`src/hw/tcirq_pkg.sv`:
```
// Package: register map, field positions, reset values and constants of the touch config block
package tcirq_pkg;

  // ------------------------------------------------------------
  // Register indices (byte address = index * 4)
  // ------------------------------------------------------------
  localparam logic [9:0] IDX_AMB_COMP_CTRL  = 10'h002;
  localparam logic [9:0] IDX_PROX_LEVEL     = 10'h003;
  localparam logic [9:0] IDX_PROX_RECAL     = 10'h004;
  localparam logic [9:0] IDX_LOW_EVENT_PIN  = 10'h005;
  localparam logic [9:0] IDX_INT_STATUS     = 10'h008;
  localparam logic [9:0] IDX_INT_MASK       = 10'h009;
  localparam logic [9:0] IDX_AUX_OUT_LEVEL  = 10'h00a;

  // ------------------------------------------------------------
  // Reset values
  // ------------------------------------------------------------
  localparam logic [15:0] RST_AMB_COMP_CTRL = 16'h0ff0;
  localparam logic [15:0] RST_PROX_LEVEL    = 16'h0164;
  localparam logic [15:0] RST_PROX_RECAL    = 16'hffff;
  localparam logic [15:0] RST_LOW_EVENT_PIN = 16'h0000;
  localparam logic [12:0] RST_INT_MASK      = 13'h0000;

  // ------------------------------------------------------------
  // Field positions
  // ------------------------------------------------------------
  localparam int SKIP_LSB      = 0;
  localparam int FP_HOLD_LSB   = 4;
  localparam int LP_HOLD_LSB   = 8;
  localparam int TIMEOUT_LSB   = 12;
  localparam int FORCE_CAL_BIT = 14;
  localparam int RESTART_BIT   = 15;
  localparam int FP_RECAL_LSB  = 0;
  localparam int LP_RECAL_LSB  = 10;
  localparam int RECAL_LVL_LSB = 0;
  localparam int DET_RATE_LSB  = 8;
  localparam int SLOW_UPD_LSB  = 14;
  localparam int AUX_FUNC_LSB  = 12;
  localparam int AUX_TRIG_LSB  = 14;
  localparam int NUM_STAGES    = 12;
  localparam int AUX_EVENT_BIT = 12;

  // ------------------------------------------------------------
  // Counts
  // ------------------------------------------------------------
  localparam logic [3:0] SKIP_MAX       = 4'hb;
  localparam logic [4:0] FP_HOLD_MULT   = 5'h10;
  localparam logic [4:0] LP_HOLD_MULT   = 5'h04;
  // Timeout factors in sixteenths of one hold unit of 16 sequences
  localparam logic [5:0] TMO_FACTOR_00  = 6'h14;
  localparam logic [5:0] TMO_FACTOR_01  = 6'h18;
  localparam logic [5:0] TMO_FACTOR_10  = 6'h1c;
  localparam logic [5:0] TMO_FACTOR_11  = 6'h20;

  // ------------------------------------------------------------
  // Pin modes
  // ------------------------------------------------------------
  typedef enum logic [1:0] {
    TCIRQ_PIN_OFF      = 2'b00,
    TCIRQ_PIN_INPUT    = 2'b01,
    TCIRQ_PIN_OUT_LOW  = 2'b10,
    TCIRQ_PIN_OUT_HIGH = 2'b11
  } tcirq_pin_func_t;

  typedef enum logic [1:0] {
    TCIRQ_TRIG_NEG_LEVEL = 2'b00,
    TCIRQ_TRIG_POS_EDGE  = 2'b01,
    TCIRQ_TRIG_NEG_EDGE  = 2'b10,
    TCIRQ_TRIG_POS_LEVEL = 2'b11
  } tcirq_trig_t;

endpackage

```
`src/hw/tcirq_aux_if.sv`:
```
// Interface: pin configuration and trigger between register bank and pin trigger unit
`timescale 1ns/1ps
interface tcirq_aux_if;
  tcirq_pkg::tcirq_pin_func_t func;
  tcirq_pkg::tcirq_trig_t     trig_type;
  logic                       trig;

  modport ctl (output func, output trig_type, input trig);
  modport trg (input func, input trig_type, output trig);
endinterface

```
`src/hw/tcirq_aux_trig.sv`:
```
// Module: synchroniser and trigger detection for the general-purpose pin input
`timescale 1ns/1ps
module tcirq_aux_trig (
  input  wire logic   pclk,
  input  wire logic   presetn,
  input  wire logic   aux_pin_in,
  tcirq_aux_if.trg    aux
);

  typedef struct packed {
    logic sync1;
    logic sync2;
    logic prev;
    logic trig;
  } tcirq_trig_state_t;

  tcirq_trig_state_t s;
  tcirq_trig_state_t next_s;

  // ------------------------------------------------------------
  // Trigger decode
  // ------------------------------------------------------------
  always_comb begin
    next_s       = s;
    next_s.sync1 = aux_pin_in;
    next_s.sync2 = s.sync1;
    next_s.prev  = s.sync2;
    next_s.trig  = 1'b0;
    if (aux.func == tcirq_pkg::TCIRQ_PIN_INPUT) begin
      case (aux.trig_type)
        tcirq_pkg::TCIRQ_TRIG_NEG_LEVEL: next_s.trig = !s.sync2;
        tcirq_pkg::TCIRQ_TRIG_POS_EDGE:  next_s.trig = s.sync2 && !s.prev;
        tcirq_pkg::TCIRQ_TRIG_NEG_EDGE:  next_s.trig = !s.sync2 && s.prev;
        tcirq_pkg::TCIRQ_TRIG_POS_LEVEL: next_s.trig = s.sync2;
        default:                         next_s.trig = 1'b0;
      endcase
    end
  end

  always_ff @(posedge pclk or negedge presetn) begin
    if (!presetn) begin
      s <= '0;
    end else begin
      s <= next_s;
    end
  end

  assign aux.trig = s.trig;
endmodule

```
`src/hw/tcirq_regs.sv`:
```
// Module: compensation, interrupt and pin configuration register bank with APB slave
//
// Functional notes
// - Admit one sequence result to fast FIFO after skipping skip-count sequences.
// - Full power: hold calibration off for count times 16 sequences.
// - Low power: hold calibration off for count times 4 sequences.
// - Enter low power after full-power count times 1.25/1.50/1.75/2.00.
// - Force-recalibrate bit set makes every stage recalibrate; zero is normal.
// - Writing restart bit returns sequence to first stage; bit self-clears.
// - Full-power proximity recalibration time is 10-bit field, reset 3FF.
// - Low-power proximity recalibration time is 6-bit field, reset 3F.
// - Per-stage low-event enable lets that stage assert the interrupt.
// - Pin function: off, input, active-low output, active-high output.
// - Input trigger: negative level, positive edge, negative edge, positive level.
//
// Local design decision: the APB register port.
`timescale 1ns/1ps
module tcirq_regs (
  input  wire logic        pclk,
  input  wire logic        presetn,
  input  wire logic        psel,
  input  wire logic        penable,
  input  wire logic        pwrite,
  input  wire logic [11:0] paddr,
  input  wire logic [31:0] pwdata,
  output logic      [31:0] prdata,
  output logic             pready,
  output logic             pslverr,
  input  wire logic        seq_done,
  input  wire logic        prox_active,
  input  wire logic [11:0] stage_low_exceed,
  input  wire logic        aux_pin_in,
  output logic             aux_pin_out,
  output logic             aux_pin_oe_n,
  output logic             interrupt_out_n,
  output logic             fast_fifo_admit,
  output logic             cal_suspend,
  output logic             low_power_mode,
  output logic             force_recalibrate,
  output logic             sequence_restart,
  output logic      [9:0]  full_power_prox_recal_time,
  output logic      [5:0]  low_power_prox_recal_time,
  output logic      [7:0]  prox_recal_level,
  output logic      [5:0]  prox_detect_rate,
  output logic      [1:0]  slow_filter_update_level
);

  // ------------------------------------------------------------
  // State
  // ------------------------------------------------------------
  typedef struct packed {
    logic [15:0] amb_ctrl;
    logic [15:0] prox_level;
    logic [15:0] prox_recal;
    logic [15:0] low_pin;
    logic [12:0] int_stat;
    logic [12:0] int_mask;
    logic        aux_level;
    logic [3:0]  skip_cnt;
    logic        admit;
    logic [7:0]  hold;
    logic        cal_suspend;
    logic [9:0]  idle;
    logic        low_power;
    logic        restart;
    logic        irq_n;
    logic        aux_out;
    logic        aux_oe_n;
    logic        pready;
    logic        pslverr;
    logic [31:0] prdata;
  } tcirq_state_t;

  tcirq_state_t s;
  tcirq_state_t next_s;

  tcirq_aux_if aux ();

  tcirq_aux_trig u_aux_trig (
    .pclk       (pclk),
    .presetn    (presetn),
    .aux_pin_in (aux_pin_in),
    .aux        (aux.trg)
  );

  // ------------------------------------------------------------
  // Field views
  // ------------------------------------------------------------
  logic [3:0]  skip_code;
  logic [3:0]  fp_count;
  logic [3:0]  lp_count;
  logic [1:0]  tmo_code;
  logic [5:0]  tmo_factor;
  logic [9:0]  tmo_limit;
  logic [9:0]  bus_idx;
  logic        access;
  logic        wr;
  logic [12:0] event_set;
  logic [12:0] src_enable;

  assign skip_code = s.amb_ctrl[tcirq_pkg::SKIP_LSB +: 4];
  assign fp_count  = s.amb_ctrl[tcirq_pkg::FP_HOLD_LSB +: 4];
  assign lp_count  = s.amb_ctrl[tcirq_pkg::LP_HOLD_LSB +: 4];
  assign tmo_code  = s.amb_ctrl[tcirq_pkg::TIMEOUT_LSB +: 2];
  assign bus_idx   = paddr[11:2];
  assign access    = psel && penable && !s.pready;
  assign wr        = psel && penable && s.pready && pwrite;

  always_comb begin
    case (tmo_code)
      2'b00:   tmo_factor = tcirq_pkg::TMO_FACTOR_00;
      2'b01:   tmo_factor = tcirq_pkg::TMO_FACTOR_01;
      2'b10:   tmo_factor = tcirq_pkg::TMO_FACTOR_10;
      default: tmo_factor = tcirq_pkg::TMO_FACTOR_11;
    endcase
  end

  assign tmo_limit = 10'(fp_count) * 10'(tmo_factor);

  assign aux.func      = tcirq_pkg::tcirq_pin_func_t'(s.low_pin[tcirq_pkg::AUX_FUNC_LSB +: 2]);
  assign aux.trig_type = tcirq_pkg::tcirq_trig_t'(s.low_pin[tcirq_pkg::AUX_TRIG_LSB +: 2]);

  // Stage enables gate stage events; the pin event is gated by its own input mode
  assign src_enable = {1'b1, s.low_pin[tcirq_pkg::NUM_STAGES-1:0]};

  generate
    for (genvar i = 0; i < tcirq_pkg::NUM_STAGES; i++) begin : g_stage
      assign event_set[i] = stage_low_exceed[i] && s.low_pin[i];
    end
  endgenerate
  assign event_set[tcirq_pkg::AUX_EVENT_BIT] = aux.trig;

  // ------------------------------------------------------------
  // Next state
  // ------------------------------------------------------------
  always_comb begin
    next_s         = s;
    next_s.admit   = 1'b0;
    next_s.restart = 1'b0;
    next_s.pready  = access;

    // Bus read and error answer
    if (access) begin
      next_s.pslverr = 1'b0;
      next_s.prdata  = 32'h0000_0000;
      case (bus_idx)
        tcirq_pkg::IDX_AMB_COMP_CTRL: next_s.prdata[15:0] = s.amb_ctrl;
        tcirq_pkg::IDX_PROX_LEVEL:    next_s.prdata[15:0] = s.prox_level;
        tcirq_pkg::IDX_PROX_RECAL:    next_s.prdata[15:0] = s.prox_recal;
        tcirq_pkg::IDX_LOW_EVENT_PIN: next_s.prdata[15:0] = s.low_pin;
        tcirq_pkg::IDX_INT_STATUS:    next_s.prdata[12:0] = s.int_stat;
        tcirq_pkg::IDX_INT_MASK:      next_s.prdata[12:0] = s.int_mask;
        tcirq_pkg::IDX_AUX_OUT_LEVEL: next_s.prdata[0]    = s.aux_level;
        default:                      next_s.pslverr      = 1'b1;
      endcase
    end

    // Register writes
    if (wr) begin
      case (bus_idx)
        tcirq_pkg::IDX_AMB_COMP_CTRL: begin
          next_s.amb_ctrl = {1'b0, pwdata[14:0]};
          if (pwdata[3:0] > tcirq_pkg::SKIP_MAX) begin
            next_s.amb_ctrl[tcirq_pkg::SKIP_LSB +: 4] = tcirq_pkg::SKIP_MAX;
          end
          next_s.restart = pwdata[tcirq_pkg::RESTART_BIT];
        end
        tcirq_pkg::IDX_PROX_LEVEL:    next_s.prox_level = pwdata[15:0];
        tcirq_pkg::IDX_PROX_RECAL:    next_s.prox_recal = pwdata[15:0];
        tcirq_pkg::IDX_LOW_EVENT_PIN: next_s.low_pin    = pwdata[15:0];
        tcirq_pkg::IDX_INT_STATUS:    next_s.int_stat   = s.int_stat & ~pwdata[12:0];
        tcirq_pkg::IDX_INT_MASK:      next_s.int_mask   = pwdata[12:0];
        tcirq_pkg::IDX_AUX_OUT_LEVEL: next_s.aux_level  = pwdata[0];
        default: begin
        end
      endcase
    end

    // Sticky events, set wins over clear
    next_s.int_stat = next_s.int_stat | event_set;

    // Fast FIFO decimation
    if (s.restart) begin
      next_s.skip_cnt = 4'h0;
    end else if (seq_done) begin
      if (s.skip_cnt >= skip_code) begin
        next_s.admit    = 1'b1;
        next_s.skip_cnt = 4'h0;
      end else begin
        next_s.skip_cnt = s.skip_cnt + 4'h1;
      end
    end

    // Calibration hold-off
    if (prox_active) begin
      if (s.low_power) begin
        next_s.hold = 8'(lp_count) * 8'(tcirq_pkg::LP_HOLD_MULT);
      end else begin
        next_s.hold = 8'(fp_count) * 8'(tcirq_pkg::FP_HOLD_MULT);
      end
    end else if (seq_done && s.hold != 8'h00) begin
      next_s.hold = s.hold - 8'h01;
    end
    next_s.cal_suspend = prox_active || (next_s.hold != 8'h00);

    // Power mode
    if (prox_active) begin
      next_s.low_power = 1'b0;
      next_s.idle      = 10'h000;
    end else if (seq_done && !s.low_power) begin
      if (s.idle + 10'h001 >= tmo_limit) begin
        next_s.low_power = 1'b1;
        next_s.idle      = 10'h000;
      end else begin
        next_s.idle = s.idle + 10'h001;
      end
    end

    // Interrupt output
    next_s.irq_n = ~|(next_s.int_stat & next_s.int_mask & {1'b1, next_s.low_pin[tcirq_pkg::NUM_STAGES-1:0]});

    // Pin drive
    case (aux.func)
      tcirq_pkg::TCIRQ_PIN_OUT_LOW: begin
        next_s.aux_out  = !s.aux_level;
        next_s.aux_oe_n = 1'b0;
      end
      tcirq_pkg::TCIRQ_PIN_OUT_HIGH: begin
        next_s.aux_out  = s.aux_level;
        next_s.aux_oe_n = 1'b0;
      end
      default: begin
        next_s.aux_out  = 1'b0;
        next_s.aux_oe_n = 1'b1;
      end
    endcase
  end

  always_ff @(posedge pclk or negedge presetn) begin
    if (!presetn) begin
      s            <= '0;
      s.amb_ctrl   <= tcirq_pkg::RST_AMB_COMP_CTRL;
      s.prox_level <= tcirq_pkg::RST_PROX_LEVEL;
      s.prox_recal <= tcirq_pkg::RST_PROX_RECAL;
      s.low_pin    <= tcirq_pkg::RST_LOW_EVENT_PIN;
      s.int_mask   <= tcirq_pkg::RST_INT_MASK;
      s.irq_n      <= 1'b1;
      s.aux_oe_n   <= 1'b1;
    end else begin
      s <= next_s;
    end
  end

  // ------------------------------------------------------------
  // Outputs
  // ------------------------------------------------------------
  assign prdata                     = s.prdata;
  assign pready                     = s.pready;
  assign pslverr                    = s.pslverr;
  assign aux_pin_out                = s.aux_out;
  assign aux_pin_oe_n               = s.aux_oe_n;
  assign interrupt_out_n            = s.irq_n;
  assign fast_fifo_admit            = s.admit;
  assign cal_suspend                = s.cal_suspend;
  assign low_power_mode             = s.low_power;
  assign force_recalibrate          = s.amb_ctrl[tcirq_pkg::FORCE_CAL_BIT];
  assign sequence_restart           = s.restart;
  assign full_power_prox_recal_time = s.prox_recal[tcirq_pkg::FP_RECAL_LSB +: 10];
  assign low_power_prox_recal_time  = s.prox_recal[tcirq_pkg::LP_RECAL_LSB +: 6];
  assign prox_recal_level           = s.prox_level[tcirq_pkg::RECAL_LVL_LSB +: 8];
  assign prox_detect_rate           = s.prox_level[tcirq_pkg::DET_RATE_LSB +: 6];
  assign slow_filter_update_level   = s.prox_level[tcirq_pkg::SLOW_UPD_LSB +: 2];
endmodule

```
`config.mk`:
```
export PLATFORM = sky130hd
export DESIGN_NAME = tcirq_regs
export DESIGN_NICKNAME = d
export VERILOG_FILES = /design/src/hw/tcirq_pkg.sv /design/src/hw/tcirq_aux_if.sv /design/src/hw/tcirq_aux_trig.sv /design/src/hw/tcirq_regs.sv
export SDC_FILE = /design/constraint.sdc
export NUM_CORES = 1
export LEC_CHECK = 0
export ABC_AREA = 1
export BUFFER_PORTS_ARGS = -buffer_cell sky130_fd_sc_hd__buf_2
export CAP_MARGIN = 20
export CORE_MARGIN = 1.5
export CORE_UTILIZATION = 50
export CTS_BUF_LIST = sky130_fd_sc_hd__clkbuf_8
export CTS_CLUSTER_DIAMETER = 60
export DETAILED_ROUTE_END_ITERATION = 8
export PLACE_DENSITY = 0.84
export SLEW_MARGIN = 20
export SYNTH_ARGS = -nofsm -noshare
export SYNTH_HDL_FRONTEND = slang
export SYNTH_SLANG_ARGS = --single-unit
```
`constraint.sdc`:
```
create_clock -name pclk -period 4.35 [get_ports pclk]
set_clock_uncertainty 0.05 [all_clocks]
set_input_delay 0.87 -clock pclk [delete_from_list [all_inputs] [get_ports pclk]]
set_output_delay 0.87 -clock pclk [all_outputs]
set_load 0.01 [all_outputs]
```
==> flow_summary.ini, run 1 <==
[global_routing]
grt_pass1_wl_mm = 33.2
grt_max_degree = 113
antenna_found_initial = 0
globalRouteTotalUtil_pct = 25.6
grt_overflow = 0
grt_pass1_vias = 6628

[routing]
vias = 7114
first_iter_violations = 686
via_per_inst = 5.47
drc_errors = 0
dr.pass1.iters = 5
wirelength_mm = 21.4
ant_nets = 0
wl_per_cell_um = 16.4

[power_and_ir_drop]
p_leak_nw = 4.73
internal_power_mw = 1.94
p_per_area_nw_per_um2 = 296
switching_power_mw = 0.701
power_frac_comb_pct = 10.7
p_sw_share_pct = 26.5
p_total_mw = 2.64
clockPowerShare_pct = 36.5
seq_power_share_pct = 52.8
vdd_drop_max_uv = 212

[timing]
slew_headroom_pct = 52.1
rsz0062_at_grt = false
period_share_pct = 94.3
tightest_slew_ns = 0.718
setup_violations = 0
max_freq_mhz = 244
fin_crit_ns = 4.10
drv_slew = 0
hold_viol_final = 0

[layout]
antenna-diode-count = 0
nNetsFinal = 1173
post-route-util_pct = 56.0
drive_gt1_share_pct = 20.6
area_growth_syn_to_layout_pct = 8.91
multi_input_area_sq_um = 3690
nFillCells = 1447
regArea_sq_um = 3570

[logic_synthesis]
postSynthCellCount = 1018
yosysUniqueCellTypes = 47
yosysSeqAreaShare_pct = 43.5
avgSynthCellArea_sq_um = 8.06
synth_edf_count = 0
synthArstFlopShare_pct = 100
synthFlopType = dfrtp_1
yosysWarnings = 0
ys_ff_latch = 141
netlist_area_sq_um = 8200

[floorplan]
die_h_um = 131
core_sq_um = 15900
placement_rows = 46
die_x_um = 131
io_pins = 138
dieArea_sq_um = 17200
initial_core_util_pct = 51.5

[cts]
cts.htree.levels = 4
clock_latency_ns = 0.46
cts_tree = yes
cts_inserted_buffers = 17
cts.path.max_buffers = 2
cts.root.buffer_cell = clkbuf_8
ctsHoldBuffers = 0
path_clk_slew_ns = 0.07
clkSinkCount = 141

[worst_setup_path]
critical_path_required_ns = 4.67
cp-end-kind = flop
reg2reg_from = s[151]$_DFFE_PN0P_
crit_fanout = 8
r2r_cells = 23
critPathSlowestCell = fa_1
worstSetupStartpointType = flop
rrSetupSlack_ns = 0.25
cp.arrival_ns = 4.43
max_stage_delay_ns = 0.54
cp_num_buf_inv = 3
cp_cell_sequence = ha_2 > inv_1 > o21ai_1 > inv_1 > nand2_1 > fa_1 > inv_1 > fa_1 > ha_1 > nand3_2 > nand2_2 > a21oi_2 > nor2_1 > nor2_1 > xor2_1 > ha_1 > nand2_1 > nor2_1 > nand4_1 > nand3_2 > nor2_4 > nand2_4 > o22ai_1
critical_path.top_delay_family = adder cells
critical_path_class = flop to flop
r2r-end = s[45]$_DFFE_PN0P_

[placement]
dp_hpwl_mm = 15.4
portBuffers = 103
gp_congestion = 0.901

[worst_hold_path]
hold_class = primary input to async pin

[job]
maxCapViolCount = 0

[outcome]
status = finished, final reports clean
[cell type report]
| cell class | count | share of cell area (%) |
|---|---|---|
| multi-input cells | 687 | 41.4 |
| flip-flops and latches | 141 | 39.9 |
| repair buffers | 115 | 7.07 |
| inverters | 111 | 4.69 |
| clock buffers | 21 | 3.23 |
| well taps | 216 | 3.02 |
| clock inverters | 10 | 0.714 |
[worst register-to-register path, stage by stage (launching register included)]
cell and delay [ns]:
dfrtp_1 0.41, ha_2 0.19, inv_1 0.06, o21ai_1 0.09
inv_1 0.08, nand2_1 0.08, fa_1 0.54, inv_1 0.06
fa_1 0.47, ha_1 0.32, nand3_2 0.07, nand2_2 0.07
a21oi_2 0.13, nor2_1 0.05, nor2_1 0.13, xor2_1 0.17
ha_1 0.28, nand2_1 0.10, nor2_1 0.07, nand4_1 0.09
nand3_2 0.12, nor2_4 0.15, nand2_4 0.09, o22ai_1 0.14
[through the flow]
stage               TNS (ns)  cells  instance area [sq um]  setup WS [ns]  hold slack (ns)
finish                     0   1301                   8930          0.246            0.269
global route               0   1301                   8930         0.0153            0.294
CTS                        0   1298                   8840         0.0180            0.320
detailed placement    -0.117   1267                   8480        -0.0665            0.305
global placement           0   1267                   8480          0.131            0.282
floorplan                  0   1033                   8260          0.198            0.281
[power by group through the flow]
stage          clock network, mW  registers, mW  logic [mW]
6_report                   0.965           1.40       0.282
5_1_grt                     1.03           1.40       0.319
4_1_cts                    0.970           1.40       0.276
3_5_place_dp                   0           1.42       0.275
3_3_place_gp                   0           1.42       0.265
2_1_floorplan                  0           1.41       0.187
[repair_timing]
item	CTS	global route
cloned	0	0
endpoints found under the setup margin	7	11
pin swaps	0	9
resized for setup	3	15
buffers inserted	0	2
[cells in the mapped netlist (3+ instances only)]
cell type | instances | area [sq um]
nor2_1 | 60 | 225
clkbuf_1 | 14 | 52.6
nand3_2 | 4 | 40.0
a31oi_1 | 6 | 37.5
dfstp_2 | 30 | 788
o21ai_1 | 15 | 75.1
buf_2 | 8 | 40.0
nand2_2 | 19 | 119
nand4_1 | 36 | 225
o21bai_1 | 3 | 22.5
buf_4 | 67 | 503
fa_1 | 4 | 80.1
inv_1 | 104 | 390
xnor2_1 | 5 | 43.8
nor2_2 | 5 | 31.3
buf_6 | 3 | 33.8
nand2_4 | 3 | 33.8
nor3_1 | 5 | 25.0
a21oi_1 | 32 | 160
o22ai_1 | 3 | 18.8
o211ai_1 | 5 | 37.5
dfrtp_1 | 111 | 2780
xor2_1 | 10 | 87.6
o21ai_0 | 83 | 415
inv_2 | 5 | 18.8
nand2_1 | 255 | 957
a211oi_1 | 3 | 22.5
nand3_1 | 66 | 330
ha_1 | 32 | 400
[cell families (layout without fill, tap and decap cells)]
| logic type | count (synthesis) | after routing | share of synthesized area, % |
|---|---|---|---|
| muxes | 1 | 1 | 0.122 |
| AOI/OAI and AO/OA | 155 | 155 | 10.1 |
| other | 1 | 16 | 0.0457 |
| DFF | 141 | 141 | 43.5 |
| and+or+nand+nor | 464 | 464 | 25.9 |
| xor gates and xnor gates | 15 | 15 | 1.60 |
| adders and majority gates | 36 | 36 | 5.86 |
| buffers and inverters | 205 | 257 | 12.9 |
[sequential cells by signal, summed over array words and instances, names as in the netlist, 2 cells and up]
register and cells:
u_aux_trig.next_s 2, full_power_prox_recal_time 10, prox_detect_rate 6, aux.trig_type 2, aux.func 2, prox_recal_level 8, slow_filter_update_level 2, lp_count 4
s 67, prdata 16, low_power_prox_recal_time 6, fp_count 4
[cells in the final DEF (no fill, tap or decap), types with 29 or more instances in the layout]
master     n
nand2_1  253
inv_1    113
dfrtp_1  111
buf_2    102
o21ai_0   78
nand3_1   64
nor2_1    59
nand4_1   36
ha_1      30
dfstp_2   30
a21oi_1   29
[layer usage]
layer	part of all wire (%)	global-route usage, %	up-vias
met5	0	0	-
met1	41	35.2	3328
li1	-	-	3348
met4	2.5	10.5	0
met3	9.1	4.63	57
met2	47	40.3	381
[worst max-delay path by stage]
stage | startpoint | end | slack, ns | cells past startpoint
final | s[151]$_DFFE_PN0P_ | s[45]$_DFFE_PN0P_ | 0.25 | 23
after global routing | s[151]$_DFFE_PN0P_ | s[40]$_DFFE_PN0P_ | 0.02 | 24
after CTS | s[150]$_DFFE_PN0P_ | s[47]$_DFFE_PN0P_ | 0.02 | 22
after detailed placement | s[150]$_DFFE_PN0P_ | s[48]$_DFFE_PN0P_ | -0.07 | 22
after global placement | s[150]$_DFFE_PN0P_ | s[48]$_DFFE_PN0P_ | 0.13 | 22
after floorplan | s[150]$_DFFE_PN0P_ | s[48]$_DFFE_PN0P_ | 0.20 | 23
(Power assumes the default switching activity.)
==> run 2: changes to the inputs <==
--- a/config.mk
+++ b/config.mk
@@ -8,13 +8,13 @@
 export ABC_AREA = 1
 export BUFFER_PORTS_ARGS = -buffer_cell sky130_fd_sc_hd__buf_2
 export CAP_MARGIN = 20
+export CORE_ASPECT_RATIO = 1.5
 export CORE_MARGIN = 1.5
 export CORE_UTILIZATION = 50
 export CTS_BUF_LIST = sky130_fd_sc_hd__clkbuf_8
 export CTS_CLUSTER_DIAMETER = 60
 export DETAILED_ROUTE_END_ITERATION = 8
-export PLACE_DENSITY = 0.84
-export SLEW_MARGIN = 20
+export PLACE_DENSITY = 0.81
 export SYNTH_ARGS = -nofsm -noshare
 export SYNTH_HDL_FRONTEND = slang
 export SYNTH_SLANG_ARGS = --single-unit
==> constraint.sdc (replaced) <==
create_clock -name pclk -period 5.2 [get_ports pclk]
set_clock_uncertainty 0.05 [all_clocks]
set_input_delay 1.04 -clock pclk [delete_from_list [all_inputs] [get_ports pclk]]
set_output_delay 1.04 -clock pclk [all_outputs]
set_load 0.01 [all_outputs]
==> run 2 against run 1 <==
Against the previous run: via count down 2.0%; sequential share of layout area up 0.42 points; setup slack better by 0.36 ns; non-clock buffer count down 9; register-to-register slack better by 0.36 ns; sequential power down 16%; critical path depth down 1; global-route usage down 0.69 points; final cell count down 1.4%.
==> flow_summary.ini, run 2 (same netlist as run 1, synthesis figures left out) <==
[timing]
setup_slack_ns = 0.609
tightest_slew_ns = 1.05
rsz0062_at_grt = false
setup_tns_ns = 0
slew_headroom_pct = 30.0
drv_slew = 0
setup_violations = 0
timing.hold.ws_ns = 0.303
fin_crit_ns = 4.59
hold_viol_final = 0
period_share_pct = 88.3
max_freq_mhz = 218

[routing]
wl_per_cell_um = 16.0
vias = 6969
via_per_inst = 5.43
first_iter_violations = 625
dr.pass1.iters = 5
wirelength_mm = 20.6
drc_errors = 0
ant_nets = 0

[placement]
dp_hpwl_mm = 15.3
portBuffers = 103
gp_congestion = 0.922
dpl.cell_count = 1251
dpl_worst_slack_ns = 0.650
dpl_cell_area_sq_um = 8420

[cts]
postCtsSetupRepairBufs = 0
cts.htree.levels = 4
cts.path.max_buffers = 2
clock_latency_ns = 0.46
cts.root.buffer_cell = clkbuf_8
clkSinkCount = 141
ctsHoldBuffers = 0
post_cts_resized = 0
cts_inserted_buffers = 17
path_clk_slew_ns = 0.08
cts_tree = yes

[floorplan]
die_h_um = 160
placement_rows = 57
die_x_um = 108
initial_core_util_pct = 50.9
dieArea_sq_um = 17200
io_pins = 138
core_sq_um = 16100

[global_routing]
grt_pass1_wl_mm = 33.3
globalRouteTotalUtil_pct = 24.9
grt_overflow = 0
grt_max_degree = 107
grt_pass1_vias = 6782
antenna_found_initial = 1

[layout]
area_growth_syn_to_layout_pct = 7.76
nNetsFinal = 1164
drive_gt1_share_pct = 19.7
most-common-layout-cells = nand2_1 (255), dfrtp_1 (111), inv_1 (104)
regMostFlops = s
final_cells = 1283
final_common_cell = nand2_1
final_cell_area_sq_um = 8840
post-route-util_pct = 54.9
largest_reg_flops = 67
nFillCells = 1486

[power_and_ir_drop]
power_frac_comb_pct = 9.9
p_leak_nw = 4.65
switching_power_mw = 0.623
clockPowerShare_pct = 39.9
p_per_area_nw_per_um2 = 262
p_total_mw = 2.32
seq_power_share_pct = 50.3
internal_power_mw = 1.70
p_sw_share_pct = 26.8
vdd_drop_max_uv = 154

[worst_setup_path]
cp-end-kind = flop
max_stage_delay_ns = 0.55
cp.arrival_ns = 4.91
cp_cell_sequence = ha_1 > inv_1 > o21ai_0 > inv_1 > nand2_1 > fa_1 > inv_1 > fa_1 > ha_1 > a21oi_1 > nand2_1 > a21oi_1 > nor2_1 > nor2_1 > xor2_1 > ha_1 > a21oi_1 > o21a_1 > nand3_1 > nor2_1 > nand2_1 > o21ai_0
critical_path_required_ns = 5.52
worstSetupStartpointType = flop
r2r_cells = 22
crit_fanout = 8
critical_path_class = flop to flop
critPathSlowestCell = fa_1

[worst_hold_path]
hold_class = flop to flop
worstHoldPathCells = 0

[job]
maxCapViolCount = 0

[outcome]
status = finished, final reports clean
## run 2: worst paths after layout
kind / slack [ns] / end / from
max: 0.61 / s[47]$_DFFE_PN0P_ / s[150]$_DFFE_PN0P_
min: 0.30 / u_aux_trig.next_s[1]$_DFF_PN0_ / u_aux_trig.next_s[2]$_DFF_PN0_
max reg2reg: 0.61 / s[47]$_DFFE_PN0P_ / s[150]$_DFFE_PN0P_
min reg2reg: 0.30 / u_aux_trig.next_s[1]$_DFF_PN0_ / u_aux_trig.next_s[2]$_DFF_PN0_
max in group asynchronous: 3.38 / full_power_prox_recal_time[1]$_DFFE_PN1P_ / presetn
min in group asynchronous: 0.63 / s[47]$_DFFE_PN0P_ / presetn
## run 2: power by group through the flow
stage	Sequential, mW	Combinational [mW]	Clock (mW)
4_1_cts	1.17	0.230	0.938
6_report	1.17	0.229	0.925
5_1_grt	1.17	0.260	0.982
3_5_place_dp	1.19	0.229	0
3_3_place_gp	1.19	0.221	0
2_1_floorplan	1.18	0.157	0
## run 2: critical path: cells and delay by family, from the launching register on
family                   cells  cell delay (ns)
adder cells (fa/ha/maj)      5             1.88
AO/OA/AOI/OAI                6             0.95
AND/OR/NAND/NOR              7             0.79
flip-flops                   1             0.42
buffers and inverters        3             0.27
XOR/XNOR                     1             0.16
## run 2: final cells by class
| cell class | count | area [sq um] | share of cell area (%) |
|---|---|---|---|
| repair buffers | 106 | 544 | 6.16 |
| diodes | 1 | 2.50 | 0.0283 |
| flip-flops and latches | 141 | 3570 | 40.3 |
| clock inverters | 13 | 166 | 1.88 |
| well taps | 206 | 258 | 2.92 |
| clock buffers | 18 | 248 | 2.80 |
| multi-input cells | 687 | 3640 | 41.1 |
| inverters | 111 | 419 | 4.74 |
## run 2: routing by layer
| layer | track usage (%) | routed length [um] | up-vias |
|---|---|---|---|
| met1 | 29.8 | 7930 | 3266 |
| met2 | 41.5 | 10300 | 299 |
| met5 | 0 | 0 | - |
| met3 | 4.94 | 1240 | 75 |
| li1 | - | - | 3329 |
| met4 | 14.0 | 1120 | 0 |
